<file path="src/hw/rcs_defines.svh">
// constant macros for the reader command sequencer
//
// Functional notes
// - host command write starts that command
// - arguments and data pass through shared FIFO
// - stream commands consume queued bytes immediately
// - argument commands wait for all argument bytes
// - command start never clears the FIFO
// - new command aborts any command except power-up
// - code 3Fh is reset then initialisation
// - power-up runs only after reset, never host
// - code 00h only cancels the running command
// - code 1Ah sends FIFO bytes to transmitter
// - code 16h waits guard delay, then receives
// - code 1Eh transmits, waits guard, then receives
// - code 01h takes address low, high, then data
// - self completion returns idle, raises done flag, except power-up
// - host idle abort: no done flag, FIFO kept
// - power-up ends in idle; host waits for it
// - transmit ends on byte request with FIFO empty
`ifndef RCS_DEFINES_SVH
`define RCS_DEFINES_SVH

`define RCS_CMD_W          6
`define RCS_CMD_IDLE       6'h00
`define RCS_CMD_EE_WRITE   6'h01
`define RCS_CMD_RECEIVE    6'h16
`define RCS_CMD_TRANSMIT   6'h1A
`define RCS_CMD_TRANSCEIVE 6'h1E
`define RCS_CMD_POWER_UP   6'h3F

`define RCS_FIFO_WIDTH     8
`define RCS_FIFO_DEPTH     32
`define RCS_GUARD_W        8

`define RCS_CLK_PERIOD_NS  100
`define RCS_RST_PHASE_NS   1000
`define RCS_RST_PHASE_CYC  ((`RCS_RST_PHASE_NS + `RCS_CLK_PERIOD_NS - 1) / `RCS_CLK_PERIOD_NS)
`define RCS_RST_CNT_W      4

`endif

</file>
<file path="src/hw/rcs_pkg.sv">
// types shared by the reader command sequencer
package rcs_pkg;

	typedef enum logic [3:0] {
		RCS_ST_RESET,
		RCS_ST_INIT,
		RCS_ST_IDLE,
		RCS_ST_TX,
		RCS_ST_GUARD,
		RCS_ST_RX,
		RCS_ST_EE_LO,
		RCS_ST_EE_HI,
		RCS_ST_EE_DATA
	} rcs_state_t;

	typedef struct packed {
		logic       valid;
		logic       done;
		logic [7:0] data;
	} rcs_rx_t;

	typedef struct packed {
		logic        valid;
		logic [15:0] addr;
		logic [7:0]  data;
	} rcs_ee_t;

endpackage

</file>
<file path="src/hw/rcs_fifo.sv">
// parameterised synchronous FIFO with valid/ready on both sides
`timescale 1ns/1ps
module rcs_fifo #(
	parameter int WIDTH = 8,
	parameter int DEPTH = 32
) (
	input  wire logic             ref_clk,
	input  wire logic             sys_rst,
	input  wire logic             inValid,
	input  wire logic [WIDTH-1:0] inData,
	output logic                  inReady,
	output logic                  outValid,
	output logic      [WIDTH-1:0] outData,
	input  wire logic             outReady
);
	localparam int AW = $clog2(DEPTH);

	logic [WIDTH-1:0] mem [DEPTH];
	logic [AW:0]      wrPtr_q;
	logic [AW:0]      rdPtr_q;
	logic             push;
	logic             pop;

	assign inReady  = (wrPtr_q - rdPtr_q) != (AW+1)'(DEPTH);
	assign outValid = wrPtr_q != rdPtr_q;
	assign outData  = mem[rdPtr_q[AW-1:0]];
	assign push     = inValid && inReady;
	assign pop      = outValid && outReady;

	always_ff @(posedge ref_clk) begin
		if (push) begin
			mem[wrPtr_q[AW-1:0]] <= inData;
		end
	end

	always_ff @(posedge ref_clk or posedge sys_rst) begin
		if (sys_rst) begin
			wrPtr_q <= '0;
			rdPtr_q <= '0;
		end else begin
			if (push) begin
				wrPtr_q <= wrPtr_q + 1'b1;
			end
			if (pop) begin
				rdPtr_q <= rdPtr_q + 1'b1;
			end
		end
	end
endmodule

</file>
<file path="src/hw/reader_command_sequencer.sv">
// command sequencer of the contactless reader, with its shared FIFO
`timescale 1ns/1ps
`include "rcs_defines.svh"
module reader_command_sequencer
	import rcs_pkg::*;
(
	input  wire logic                       ref_clk,
	input  wire logic                       sys_rst,
	// host command port
	input  wire logic                       cmdWrEn,
	input  wire logic [`RCS_CMD_W-1:0]      cmdWrCode,
	output logic      [`RCS_CMD_W-1:0]      cmdActive,
	output logic                            commandDoneFlag,
	// host side of the shared FIFO
	input  wire logic                       hostWrValid,
	input  wire logic [`RCS_FIFO_WIDTH-1:0] hostWrData,
	output logic                            hostWrReady,
	output logic                            hostRdValid,
	output logic      [`RCS_FIFO_WIDTH-1:0] hostRdData,
	input  wire logic                       hostRdReady,
	// programmed receive guard delay, in clock cycles
	input  wire logic [`RCS_GUARD_W-1:0]    receiveGuardDelay,
	// initialisation phase handshake
	output logic                            initStart,
	input  wire logic                       initDone,
	// transmitter
	input  wire logic                       txReq,
	output logic                            txValid,
	output logic      [`RCS_FIFO_WIDTH-1:0] txData,
	output logic                            txActive,
	// receiver
	output logic                            rxEnable,
	input  wire rcs_rx_t                    rxIn,
	output logic                            rxReady,
	// eeprom write port
	output rcs_ee_t                         eeOut,
	input  wire logic                       eeReady
);
	// ==========================================================
	// declarations
	rcs_state_t                       state_q;
	rcs_state_t                       state_d;
	logic                             transceive_q;
	logic [`RCS_RST_CNT_W-1:0]        rstCnt_q;
	logic [`RCS_GUARD_W-1:0]          guardCnt_q;
	logic [7:0]                       eeAddrLo_q;
	logic [`RCS_CMD_W-1:0]            cmd_q;
	logic                             selfDone;
	logic                             hostCmd;
	logic                             fifoInValid;
	logic [`RCS_FIFO_WIDTH-1:0]       fifoInData;
	logic                             fifoInReady;
	logic                             fifoOutValid;
	logic [`RCS_FIFO_WIDTH-1:0]       fifoOutData;
	logic                             fifoOutReady;
	logic                             seqPop;
	logic                             seqReads;

	// decodes a written code into the state its command opens with
	function automatic rcs_state_t first_state(input logic [`RCS_CMD_W-1:0] code);
		unique case (code)
			`RCS_CMD_TRANSMIT:   first_state = RCS_ST_TX;
			`RCS_CMD_TRANSCEIVE: first_state = RCS_ST_TX;
			`RCS_CMD_RECEIVE:    first_state = RCS_ST_GUARD;
			`RCS_CMD_EE_WRITE:   first_state = RCS_ST_EE_LO;
			default:             first_state = RCS_ST_IDLE;
		endcase
	endfunction

	// codes outside the set read back as idle
	function automatic logic [`RCS_CMD_W-1:0] known_code(input logic [`RCS_CMD_W-1:0] code);
		known_code = (first_state(code) == RCS_ST_IDLE) ? `RCS_CMD_IDLE : code;
	endfunction

	// ==========================================================
	// shared FIFO
	// receiver owns the write side only while receiving
	assign fifoInValid = (state_q == RCS_ST_RX) ? rxIn.valid : hostWrValid;
	assign fifoInData  = (state_q == RCS_ST_RX) ? rxIn.data : hostWrData;
	assign hostWrReady = (state_q != RCS_ST_RX) && fifoInReady;
	assign rxReady     = (state_q == RCS_ST_RX) && fifoInReady;

	// the sequencer drains the FIFO in consuming states, the host otherwise
	assign seqReads = (state_q == RCS_ST_TX) || (state_q == RCS_ST_EE_LO) ||
	                  (state_q == RCS_ST_EE_HI) || (state_q == RCS_ST_EE_DATA);

	always_comb begin
		seqPop = 1'b0;
		unique case (state_q)
			RCS_ST_TX:      seqPop = txReq && fifoOutValid;
			RCS_ST_EE_LO:   seqPop = fifoOutValid;
			RCS_ST_EE_HI:   seqPop = fifoOutValid;
			// load whenever the hold slot is free, so valid never waits on ready
			RCS_ST_EE_DATA: seqPop = fifoOutValid && !eeOut.valid;
			default:        seqPop = 1'b0;
		endcase
	end

	assign fifoOutReady = seqReads ? seqPop : hostRdReady;
	assign hostRdValid  = !seqReads && fifoOutValid;
	assign hostRdData   = fifoOutData;

	// contents survive every command start and abort
	rcs_fifo #(
		.WIDTH (`RCS_FIFO_WIDTH),
		.DEPTH (`RCS_FIFO_DEPTH)
	) u_fifo (
		.ref_clk  (ref_clk),
		.sys_rst  (sys_rst),
		.inValid  (fifoInValid),
		.inData   (fifoInData),
		.inReady  (fifoInReady),
		.outValid (fifoOutValid),
		.outData  (fifoOutData),
		.outReady (fifoOutReady)
	);

	// ==========================================================
	// command state machine
	// host writes are ignored until power-up reaches idle
	assign hostCmd = cmdWrEn && (state_q != RCS_ST_RESET) && (state_q != RCS_ST_INIT);

	always_comb begin
		state_d  = state_q;
		selfDone = 1'b0;
		unique case (state_q)
			RCS_ST_RESET: begin
				if (rstCnt_q == `RCS_RST_CNT_W'(`RCS_RST_PHASE_CYC - 1)) begin
					state_d = RCS_ST_INIT;
				end
			end
			RCS_ST_INIT: begin
				if (initDone) begin
					state_d = RCS_ST_IDLE;
				end
			end
			RCS_ST_IDLE: begin
				state_d = RCS_ST_IDLE;
			end
			RCS_ST_TX: begin
				// empty FIFO on a byte request ends the send phase
				if (txReq && !fifoOutValid) begin
					if (transceive_q) begin
						state_d = RCS_ST_GUARD;
					end else begin
						state_d  = RCS_ST_IDLE;
						selfDone = 1'b1;
					end
				end
			end
			RCS_ST_GUARD: begin
				if (guardCnt_q >= receiveGuardDelay) begin
					state_d = RCS_ST_RX;
				end
			end
			RCS_ST_RX: begin
				if (rxIn.done) begin
					state_d  = RCS_ST_IDLE;
					selfDone = 1'b1;
				end
			end
			RCS_ST_EE_LO: begin
				if (fifoOutValid) begin
					state_d = RCS_ST_EE_HI;
				end
			end
			RCS_ST_EE_HI: begin
				if (fifoOutValid) begin
					state_d = RCS_ST_EE_DATA;
				end
			end
			RCS_ST_EE_DATA: begin
				// write finishes once the stream runs dry and the last byte left
				if (!fifoOutValid && !eeOut.valid) begin
					state_d  = RCS_ST_IDLE;
					selfDone = 1'b1;
				end
			end
			default: begin
				state_d = RCS_ST_IDLE;
			end
		endcase
		// a host write after power-up overrides whatever the machine was doing
		if (hostCmd) begin
			state_d  = first_state(cmdWrCode);
			selfDone = 1'b0;
		end
	end

	always_ff @(posedge ref_clk or posedge sys_rst) begin
		if (sys_rst) begin
			state_q <= RCS_ST_RESET;
		end else begin
			state_q <= state_d;
		end
	end

	always_ff @(posedge ref_clk or posedge sys_rst) begin
		if (sys_rst) begin
			cmd_q        <= `RCS_CMD_POWER_UP;
			transceive_q <= 1'b0;
		end else if (hostCmd) begin
			cmd_q        <= known_code(cmdWrCode);
			transceive_q <= cmdWrCode == `RCS_CMD_TRANSCEIVE;
		end else if (state_d == RCS_ST_IDLE) begin
			cmd_q        <= `RCS_CMD_IDLE;
			transceive_q <= 1'b0;
		end
	end

	assign cmdActive = cmd_q;

	always_ff @(posedge ref_clk or posedge sys_rst) begin
		if (sys_rst) begin
			commandDoneFlag <= 1'b0;
		end else begin
			commandDoneFlag <= selfDone;
		end
	end

	// ==========================================================
	// power-up phases
	always_ff @(posedge ref_clk or posedge sys_rst) begin
		if (sys_rst) begin
			rstCnt_q <= '0;
		end else if (state_q == RCS_ST_RESET) begin
			rstCnt_q <= rstCnt_q + 1'b1;
		end
	end

	always_ff @(posedge ref_clk or posedge sys_rst) begin
		if (sys_rst) begin
			initStart <= 1'b0;
		end else begin
			initStart <= (state_q == RCS_ST_RESET) && (state_d == RCS_ST_INIT);
		end
	end

	// ==========================================================
	// receive guard delay
	always_ff @(posedge ref_clk or posedge sys_rst) begin
		if (sys_rst) begin
			guardCnt_q <= '0;
		end else if (state_q != RCS_ST_GUARD || state_d != RCS_ST_GUARD) begin
			guardCnt_q <= '0;
		end else begin
			guardCnt_q <= guardCnt_q + 1'b1;
		end
	end

	always_ff @(posedge ref_clk or posedge sys_rst) begin
		if (sys_rst) begin
			rxEnable <= 1'b0;
		end else begin
			rxEnable <= state_d == RCS_ST_RX;
		end
	end

	// ==========================================================
	// transmitter byte delivery
	always_ff @(posedge ref_clk or posedge sys_rst) begin
		if (sys_rst) begin
			txValid <= 1'b0;
			txData  <= 8'h00;
		end else begin
			txValid <= (state_q == RCS_ST_TX) && seqPop && !hostCmd;
			if ((state_q == RCS_ST_TX) && seqPop) begin
				txData <= fifoOutData;
			end
		end
	end

	// stops on the next cycle when the host writes any code other than 1Ah or 1Eh
	always_ff @(posedge ref_clk or posedge sys_rst) begin
		if (sys_rst) begin
			txActive <= 1'b0;
		end else begin
			txActive <= state_d == RCS_ST_TX;
		end
	end

	// ==========================================================
	// eeprom write
	always_ff @(posedge ref_clk or posedge sys_rst) begin
		if (sys_rst) begin
			eeAddrLo_q <= 8'h00;
		end else if (state_q == RCS_ST_EE_LO && seqPop) begin
			eeAddrLo_q <= fifoOutData;
		end
	end

	always_ff @(posedge ref_clk or posedge sys_rst) begin
		if (sys_rst) begin
			eeOut <= '0;
		end else if (hostCmd) begin
			eeOut.valid <= 1'b0;
		end else begin
			if (state_q == RCS_ST_EE_HI && seqPop) begin
				eeOut.addr <= {fifoOutData, eeAddrLo_q};
			end
			if (state_q == RCS_ST_EE_DATA && seqPop) begin
				eeOut.valid <= 1'b1;
				eeOut.data  <= fifoOutData;
			end else if (eeOut.valid && eeReady) begin
				// address steps after each byte the eeprom takes
				eeOut.valid <= 1'b0;
				eeOut.addr  <= eeOut.addr + 16'h0001;
			end
		end
	end
endmodule

</file>
<file path="config.mk">
export PLATFORM = sky130hd
export DESIGN_NAME = reader_command_sequencer
export DESIGN_NICKNAME = d
export VERILOG_FILES = /design/src/hw/rcs_pkg.sv /design/src/hw/rcs_fifo.sv /design/src/hw/reader_command_sequencer.sv
export VERILOG_INCLUDE_DIRS = /design/src /design/src/hw
export SDC_FILE = /design/constraint.sdc
export NUM_CORES = 1
export LEC_CHECK = 0
export BUFFER_PORTS_ARGS = -buffer_cell sky130_fd_sc_hd__buf_2
export CAP_MARGIN = 20
export CORE_MARGIN = 2
export CORE_UTILIZATION = 51
export DETAILED_ROUTE_END_ITERATION = 12
export MAX_ROUTING_LAYER = met4
export PLACE_DENSITY_LB_ADDON = 0.12
export RECOVER_POWER = 25
export SLEW_MARGIN = 5
export SYNTH_ARGS = -nofsm -noshare
export SYNTH_HDL_FRONTEND = slang
export SYNTH_SLANG_ARGS = --single-unit
export TNS_END_PERCENT = 10
</file>
<file path="constraint.sdc">
create_clock -name ref_clk -period 6.3 [get_ports ref_clk]
set_input_delay 0.63 -clock ref_clk [delete_from_list [all_inputs] [get_ports ref_clk]]
set_output_delay 0.63 -clock ref_clk [all_outputs]
set_load 0.02 [all_outputs]
</file>
After elaboration in Yosys (flattened, before gate mapping):

Memories as Yosys holds them, arrays and structs flattened.
Index checks and enable logic that the tools add are counted.

* input port bits: 40
* RAM bits: 256
* bits in registers: 81
* memories: 1

* add/sub/neg operators: 6
* $lt $le $gt $ge: 1
* reductions and logical operators: 33
* eq/ne operators: 23
* bitwise operators: 1
* mux-type cells: 36

Memory list
* u_fifo.mem: depth 32, width 8, rd ports 1, clocked after Yosys merged registers in 0, wr ports 1, line rcs_fifo.sv:18 `logic [WIDTH-1:0] mem [DEPTH];`

Operators with widths (count)
* $mux 4: 10
* $mux 16: 2
* $pmux 4 s8: 1
* $eq 4x3->1 const B: 5
* $eq 6x5->1 const B: 3
* $logic_and 1x1->1: 18
* $mux 6: 3
* $mux 17: 1
* $add 16x1->16 const B: 1
* $eq 4x2->1 const B: 4
* $mux 8: 2
* $mux 1: 13
* $add 6x1->6 const B: 2
* $ne 4x3->1 const B: 3
* $pmux 3 s3: 1
* $add 8x1->8 const B: 1
* $eq 4x1->1 const B: 2
* $eq 4x4->1 const B: 2
* $ge 8x8->1: 1
* $eq 6x1->1 const B: 1
* $ne 6x6->1: 1
* $ne 6x6->1 const B: 1
* $pmux 1 s3: 2
* $sub 6x6->6: 1
* 12 further kinds: 19

Logic depth before layout (Yosys ltp):

Gate-level depths: netlist of the first run.

* depth in word-level cells: 9
* gate-level depth with buffers: 15
* mapped depth without buffers: 8

Modules after synthesis:

A second synthesis of the first run with hierarchy kept.

* cells, all modules: 884
* area total of the unflattened synthesis: 14458.9 um^2

Modules (own cells, without submodules)
* rcs_fifo: instances 1, area each 10652.7 um^2, cells an instance 506, sequential area each 7987.7 um^2
* reader_command_sequencer: instances 1, area each 3806.2 um^2, cells an instance 378, sequential area each 1734.2 um^2

Worst setup path after synthesis of the first run:

No wires, ideal clock.

* kind: reg-to-reg
* start: reg u_fifo.rdPtr_q[1]
* end: mem u_fifo.mem[11][0], enable pin
* slack: 2851 ps
* clock period less this slack: 3449 ps
* stages on the path, launching flop included: 14
* arrival: 3078 ps
* required time: 5930 ps
* cell sequence: dfrtp_1 buf_6 buf_6 buf_6 buf_6 buf_4 inv_1 ha_1 nor2b_1 o211ai_1 a211oi_1 o2111ai_2 nand3_1 nor2_1

* longest elaborated chain between the ends: 5

Ends and longest elaborated chain
* from (decl): line rcs_fifo.sv:20 `logic [AW:0] rdPtr_q;`
* from (signal assigned): line rcs_fifo.sv:45 `rdPtr_q <= rdPtr_q + 1'b1;`
* $sub 6x6->6: line rcs_fifo.sv:24 `assign inReady = (wrPtr_q - rdPtr_q) != (AW+1)'(DEPTH);`
* $ne 6x6->1: line rcs_fifo.sv:24
* $logic_and 1x1->1: line rcs_fifo.sv:27 `assign push = inValid && inReady;`
* $mux 1: line rcs_fifo.sv:31 `if (push) begin`
* $mux 1 (implied by the code): line rcs_fifo.sv:32 `mem[wrPtr_q[AW-1:0]] <= inData;`
* to (decl): line rcs_fifo.sv:18

Every way passes these cells.

Worst setup path in the final report of the first run:

* start: reg u_fifo.rdPtr_q[4]
* end: mem u_fifo.mem[23][7], enable pin

Same word-level chain as after synthesis.

==> impl_results.md, run 1 <==
* Mapped Area at 14,600 um^2
* DR iter-0 viols at between 900 and 1,000
* Number of routed nets with antenna violations at 0
* Clock transition at path regs at 0.06 ns
* Most frequent cells in the layout: 256 x edfxtp_1, 77 x nand2_1, 73 x dfrtp_1, 62 x nor2_1, 57 x clkbuf_1
* VDD IR max at 193 uV
* Ranking of synthesized cells by area: edfxtp_1 53%, dfrtp_1 13%, mux4_2 6.0%
* Clock skew at 0.0215 ns
* Failing checks: max-capacitance violations, max-slew violations
* Max Root-Sink Buffers at 3
* DRC at 0
* IO Pins at 95
* TNS Setup at 0 ns
* CP Capture Type: flop
* Tcrit/Tclk final at 0.755
* Crit path kind: flop to flop
* # setup viols final at 0
* WL final at about 35,000 um
* Worst slew margin at -0.535
* Crit-path max FO at 15
* DR vias at ~9,000
* Worst-Margin Slew at ~2.3 ns
* Max_cap viols at 5
* Yosys reg bits at about 340
* Post-synth EDFFs at 256
* Starting density of the core at 0.521
* GPL Wtd Cong at 0.854
* CTS tree: built
* Ys Warns at 0
* Fin. max-slew vios at approximately 180
* Fmax at roughly 0.21 GHz
* Cell area after placement at 15,400 um^2
* Hold Crit Class: input pin to flop
* Final Instance Area at roughly 17,000 um^2
* Lkg Pwr at between 5 and 6 nW
* Critical Path RT at 6.44 ns
* Yosys top cell by area: edfxtp_1
* Via density at slightly above 6
* Hold_sp: cmdWrCode[5]
* Setup crit start: u_fifo.rdPtr_q[4]$_DFFE_PP0P_
* Nets@finish at approximately 1,100
* Worst skew pair latency at 0.53 ns
* Synth unique cells at 77
* RSZ-0062 raised after global routing: false
* CP Data Arrival Time at between 4 and 5 ns
* Area Overhead vs Synth at 13.1%
* H-tree lvl count at 2
* Die Area at 30,000 um^2
* Post-synth top area share at 0.527
* Startpoint types: flop
* CTS buffer count at 37
* Status: finished with violations
* Most common cell after layout, fill and taps aside: edfxtp_1
* Seq/Total Area, Yosys at 0.666
* R2R Setup Slk at around 1.5 ns
* Global-route congestion overflow total at 0
* Initial antenna violation count at 1
* Post-synthesis cell count at about 960
* Worst r2r src: u_fifo.rdPtr_q[4]$_DFFE_PP0P_
* Core ar. at about 28,000 um^2
* Final Hold Vio Count at 0
* Clock sinks at roughly 340
* Die H at roughly 170 um
* Wire per inst at 24.1 um
* Synthesized Nets at just over 1,000
* Post-CTS setup buffers at 0
* Row count at 61
* Cts hold-fix bufs at 0
* All-Layer GR Usage at 0.244
* Asr flop ratio synth at 0.240
* First-pass GRT wire length at between 50,000 and 60,000 um
* Clock Tree Root: clkbuf_16
* Drt first pass iters at 5
* Top FF cell, synth: edfxtp_1
* Pwr dens at 427 nW/um^2
* Die extent in x at roughly 170 um
* Vias in the first global route at between 8,000 and 9,000
* Post-DP HPWL at roughly 23,000 um
* Minimum clock period at between 4 and 5 ns
* Post_cts resized at 0
* Largest net degree at the start of global routing at between 80 and 90
* Synthesized area per cell at about 15 um^2
* IO buf count at between 90 and 100
* Share of cells above drive strength 1 at 0.185
[layout make-up]
cell class | instances | area (um^2)
tap | 378 | 473
timing repair buffer | 104 | 468
multi-input combinational | 562 | 4560
clock buffer | 46 | 1000
antenna | 1 | 2.50
inverter | 24 | 91.3
clock inverter | 18 | 179
fill | 2195 | 11500
sequential | 337 | 9730
[path summary, 6_finish.rpt]
path	depth (start not counted)	endpoint
worst max-delay path	7	u_fifo.mem[23][7]$_DFFE_PP_
worst min-delay path	2	cmdActive[2]$_DFFE_PP1P_
worst max register to register	7	u_fifo.mem[23][7]$_DFFE_PP_
worst min register to register	2	cmdActive[5]$_DFFE_PP1P_
max in group asynchronous	4	u_fifo.rdPtr_q[1]$_DFFE_PP0P_
min in group asynchronous	3	txValid$_DFF_PP0_
[report_power, final]
group	total [mW]	leakage (nW)	switching [mW]	internal, mW
Clock	2.10	0.580	0.848	1.25
Combinational	2.01	2.04	1.20	0.814
Sequential	2.94	3.33	0.328	2.61
Total	7.05	5.94	2.37	4.68
[registers in the layout, indices dropped and copies added, names as in the netlist, 4 cells and up]
register        count
u_fifo.mem        256
u_fifo.rdPtr_q      6
guardCnt_q          8
state_q             4
eeAddrLo_q          8
rstCnt_q            4
cmdActive           6
txData              8
eeOut              25
u_fifo.wrPtr_q      6
[through the flow]
step | power, mW | worst slack, ns | hold WS, ns | cells | utilization
floorplan | 4.34 | 2.85 | 0.451 | 963 | -
global placement | 4.94 | 2.01 | 0.433 | 1404 | 0.550
detailed placement | 4.98 | 1.72 | 0.435 | 1404 | 0.550
CTS | 7.07 | 1.61 | 0.315 | 1468 | 0.592
global route | 7.34 | 1.27 | 0.331 | 1470 | 0.589
finish | 7.05 | 1.54 | 0.327 | 1470 | 0.589
[routing by layer]
metal / share of wire / vias to the layer above / global-route usage
met2: 0.46 / 403 / 0.362
met3: 0.074 / 88 / 0.0429
met1: 0.43 / 4464 / 0.342
met5: 0 / - / -
li1: - / 3935 / -
met4: 0.035 / 0 / 0.0911
[logic make-up after synthesis]
| family | synth area share |
|---|---|
| fa+ha+maj | 0.0189 |
| buf+inv | 0.0217 |
| mux | 0.132 |
| simple gates | 0.0906 |
| xor+xnor | 0.0137 |
| flops | 0.666 |
| compound gates | 0.0568 |
[worst max-delay path, cell delays in order, from the launching register on]
cell and delay [ns]:
dfrtp_1 0.73, clkinv_1 0.68, ha_1 0.66, inv_1 0.09, and4_1 0.17, o2111ai_2 0.40, nand3_1 0.81, nor2_1 0.83
[synth_stat cells (all sizes together), types with 19 or more instances]
cell type  number
mux2i          50
nor2           62
a22oi          19
dfrtp          75
o21ai          19
mux2           36
a21oi          39
buf            23
edfxtp        256
nand3          37
ha             22
nand2          81
inv            22
mux4           44
Note: power is estimated with default switching activity, not from simulation.
==> run 2, diff against run 1 <==
--- a/config.mk
+++ b/config.mk
@@ -6,6 +6,7 @@
 export SDC_FILE = /design/constraint.sdc
 export NUM_CORES = 1
 export LEC_CHECK = 0
+export ABC_AREA = 1
 export BUFFER_PORTS_ARGS = -buffer_cell sky130_fd_sc_hd__buf_2
 export CAP_MARGIN = 20
 export CORE_MARGIN = 2
==> constraint.sdc (replaced) <==
create_clock -name ref_clk -period 3.8 [get_ports ref_clk]
set_input_delay 0.38 -clock ref_clk [delete_from_list [all_inputs] [get_ports ref_clk]]
set_output_delay 0.38 -clock ref_clk [all_outputs]
set_load 0.02 [all_outputs]
==> run 2 against run 1 <==
The flow still finishes with violations (max-capacitance violations, max-slew violations); worst hold slack worse by 0.27 ns; design area is 5.7% higher; sequential cell count stayed put; sequential share of layout area is 3.2 points lower; clock skew is 0.0026 ns lower; largest cell class unchanged.
==> impl_results.md, run 2 <==
* CP bufs+invs at 4 (+2)
* Number of routed nets with antenna violations at 0 (unchanged)
* Yosys reg bits at 337 (unchanged)
* Row count at 63 (+3.3%)
* Worst skew pair latency at 0.53 ns (about the same)
* DRC at 0 (unchanged)
* Top FF cell, synth: edfxtp_1
* Die H at 178 um (+2.8%)
* CP Data Arrival Time at 3.08 ns (-1.82 ns)
* First-pass GRT wire length at 59,700 um (+11%)
* TNS Setup at 0 ns (unchanged)
* Largest delay contributor family on the critical path: buffers and inverters
* Wire per inst at 19.1 um (-20%)
* Minimum clock period at ~3.5 ns
* Post-DP HPWL at 24,100 um (+5.4%)
* Core ar. at 29,700 um^2 (+6.1%)
* Most frequent CP cell: nand2_1
* Post-synth top area share at 0.497 (-0.0293)
* Hold WS at 0.0576 ns (-0.269 ns)
* R2R Setup Slk at 0.78 ns (-0.76 ns)
* Most common cell in the netlist: nand2_1
* All-Layer GR Usage at 0.256 (+0.0112)
* Synthesized Nets at 1,570 (+53%)
* Fin. max-slew vios at 64 (-65%)
* Worst r2r src: u_fifo.rdPtr_q[3]$_DFFE_PP0P_
* Max Root-Sink Buffers at 3 (unchanged)
* Starting density of the core at 0.520 (-0.000994)
* Post-CTS setup buffers at 0 (unchanged)
* Drt first pass iters at 5 (unchanged)
* Ys Warns at 0 (unchanged)
* WL final at 38,800 um (+9.6%)
* Pwr dens at 729 nW/um^2 (+71%)
* Vias in the first global route at 10,700 (+25%)
* Crit-path max FO at 57 (+42)
* # diodes at 0 (-1)
* IO buf count at 94 (unchanged)
* Most common cell after layout, fill and taps aside: nand2_1
* IO Pins at 95 (unchanged)
* Area Overhead vs Synth at 12.9%
* Tcrit/Tclk final at 0.910
* Die extent in x at 178 um (+2.8%)
* Worst-Margin Slew at 1.87 ns (-0.436 ns)
* CP max stage cell: inv_2
* Global-route congestion overflow total at 0 (unchanged)
* Die Area at 31,700 um^2 (+5.8%)
* Worst slew margin at -0.244 (+0.291)
* Asr flop ratio synth at 0.240 (unchanged)
* Net switching power at 5.06 mW (+110%)
* VDD IR max at 515 uV (+170%)
* Final Hold Vio Count at 0 (unchanged)
* CTS tree: built
* Yosys top cell by area: edfxtp_1
* RSZ-0062 raised after global routing: false
* # setup viols final at 0 (unchanged)
* Top cells by count, synth: 288 x nand2_1, 256 x edfxtp_1, 244 x nor2_1, 137 x o21ai_0, 83 x inv_1
* Reg2Reg Capture Point: u_fifo.mem[5][4]$_DFFE_PP_
* Mapped Area at 15,500 um^2 (+5.9%)
* Hold EP: eeOut[24]$_DFFE_PP0P_
* Max_cap viols at 2 (-3)
* Lkg Pwr at 6.79 nW (+14%)
* DR vias at 11,200 (+26%)
* Power Internal at 7.65 mW (+64%)
* Initial antenna violation count at 0 (-1)
* Logic gate share of total power at 0.361 (+0.076)
* Synthesized area per cell at 10.2 um^2 (-32%)
* Max reg flops at 256 (unchanged)
* Worst R2R Path Depth at 12 (+5)
* Sw Share at 0.398 (+0.0617)
* Critical Path RT at 3.42 ns (-3.02 ns)
* Clock transition at path regs at 0.06 ns (about the same)
* CTS buffer count at 37 (unchanged)
* Hold Crit Class: input pin to flop
* Nets@finish at 1,667 (+48%)
* Cells on Worst Hold Path at 2 (unchanged)
* Startpoint types: flop
* Status: finished with violations
* Seq/Total Area, Yosys at 0.629 (-0.0371)
* Fmax at between 0.2 and 0.3 GHz
* Synth unique cells at 49 (-36%)
* Total power at 12.7 mW (+80%)
* Hold_sp: eeReady
* CP Capture Type: primary output
* Share of cells above drive strength 1 at 0.123 (-0.0621)
* DR iter-0 viols at 1,119 (+16%)
* H-tree lvl count at 2 (unchanged)
* Via density at 5.52 (-8.7%)
* Clock sinks at 337 (unchanged)
* Crit-path max cell delay at 0.54 ns (-0.29 ns)
* Clock Tree Root: clkbuf_16
* GPL Wtd Cong at 0.853 (-0.13%)
* Sequential group share of total power at 0.367 (-0.050)
* Largest net degree at the start of global routing at 107 (+30%)
* Failing checks: max-capacitance violations, max-slew violations
* Crit path kind: flop to primary output
* Critical path, cell by cell: inv_2 > buf_12 > nor2_1 > nor2_1 > o21ai_0 > o21ai_0 > nand2_1 > nand2_1 > nor2_1 > nand2_1 > nand2_1 > inv_1 > buf_2
* Most frequent cells in the layout: 290 x nand2_1, 256 x edfxtp_1, 247 x nor2_1, 137 x o21ai_0, 83 x inv_1
* Ranking of synthesized cells by area: edfxtp_1 50%, dfrtp_1 12%, nand2_1 7.0%
* Post-synthesis cell count at 1,508 (+57%)
* Clock skew at 0.0189 ns (-0.00261 ns)
* Clock share of power at 0.273 (-0.025)
* Post-synth EDFFs at 256 (unchanged)
-- run 2: worst max-delay path by stage --
stage	from	endpoint	slack, ns	depth (start not counted)
after floorplan	u_fifo.rdPtr_q[2]$_DFFE_PP0P_	u_fifo.mem[10][0]$_DFFE_PP_	0.85	15
after global placement	u_fifo.rdPtr_q[3]$_DFFE_PP0P_	u_fifo.mem[3][4]$_DFFE_PP_	0.86	12
after detailed placement	u_fifo.rdPtr_q[3]$_DFFE_PP0P_	u_fifo.mem[5][7]$_DFFE_PP_	0.76	12
after CTS	u_fifo.rdPtr_q[0]$_DFFE_PP0P_	hostRdData[3]	0.34	13
after global routing	u_fifo.rdPtr_q[0]$_DFFE_PP0P_	hostRdData[1]	0.17	13
final	u_fifo.rdPtr_q[0]$_DFFE_PP0P_	hostRdData[3]	0.34	13
-- run 2: logic make-up after synthesis --
| family | share of synthesized area |
|---|---|
| adders and majority gates | 0.0178 |
| AOI/OAI and AO/OA | 0.0993 |
| DFF | 0.629 |
| buffers and inverters | 0.0499 |
| xor gates and xnor gates | 0.0158 |
| and+or+nand+nor | 0.188 |
-- run 2: worst reg2reg max path, stage by stage, from the launching register on --
cell and delay, ns:
dfrtp_1 0.38, inv_2 0.35, ha_1 0.35, nand2_1 0.11, inv_2 0.04, nand2_1 0.05
nand2_1 0.07, a21o_1 0.19, xor2_2 0.16, nand3b_4 0.13, nand2_2 0.08, buf_12 0.19
nor2_1 0.55
-- run 2: per-stage QoR --
step / std cells / area [um^2] / util / worst slack, ns
floorplan: 1508 / 15500 / - / 0.852
global placement: 1954 / 16300 / 0.550 / 0.861
detailed placement: 1954 / 16300 / 0.550 / 0.762
CTS: 2022 / 17500 / 0.589 / 0.337
global route: 2024 / 17400 / 0.587 / 0.169
finish: 2024 / 17400 / 0.587 / 0.342
-- run 2: repair_timing --
action / CTS / global route
hold buffers: 0 / 1
hold endpoints to repair: 0 / 19
gates resized for setup: 0 / 0
-- run 2: layer usage --
layer	global-route usage	wire [um]
met1	0.330	16400
met5	-	0
met3	0.0328	2410
met4	0.0864	1110
met2	0.420	18800
-- run 2: power by group through the flow --
| stage | Sequential, mW | Clock, mW | Combinational [mW] |
|---|---|---|---|
| 2_1_floorplan | 4.72 | 0 | 3.09 |
| 3_3_place_gp | 4.71 | 0 | 4.54 |
| 3_5_place_dp | 4.72 | 0 | 4.60 |
| 4_1_cts | 4.65 | 3.50 | 4.62 |
| 5_1_grt | 4.70 | 3.67 | 5.07 |
| 6_report | 4.66 | 3.47 | 4.59 |
-- run 2: cell type report --
| class | count | area, um^2 |
|---|---|---|
| clock buffer | 46 | 981 |
| clock inverter | 22 | 188 |
| fill | 2572 | 12300 |
| inverter | 95 | 358 |
| multi-input combinational | 1001 | 4950 |
| sequential | 337 | 9730 |
| tap | 390 | 488 |
| timing repair buffer | 133 | 761 |
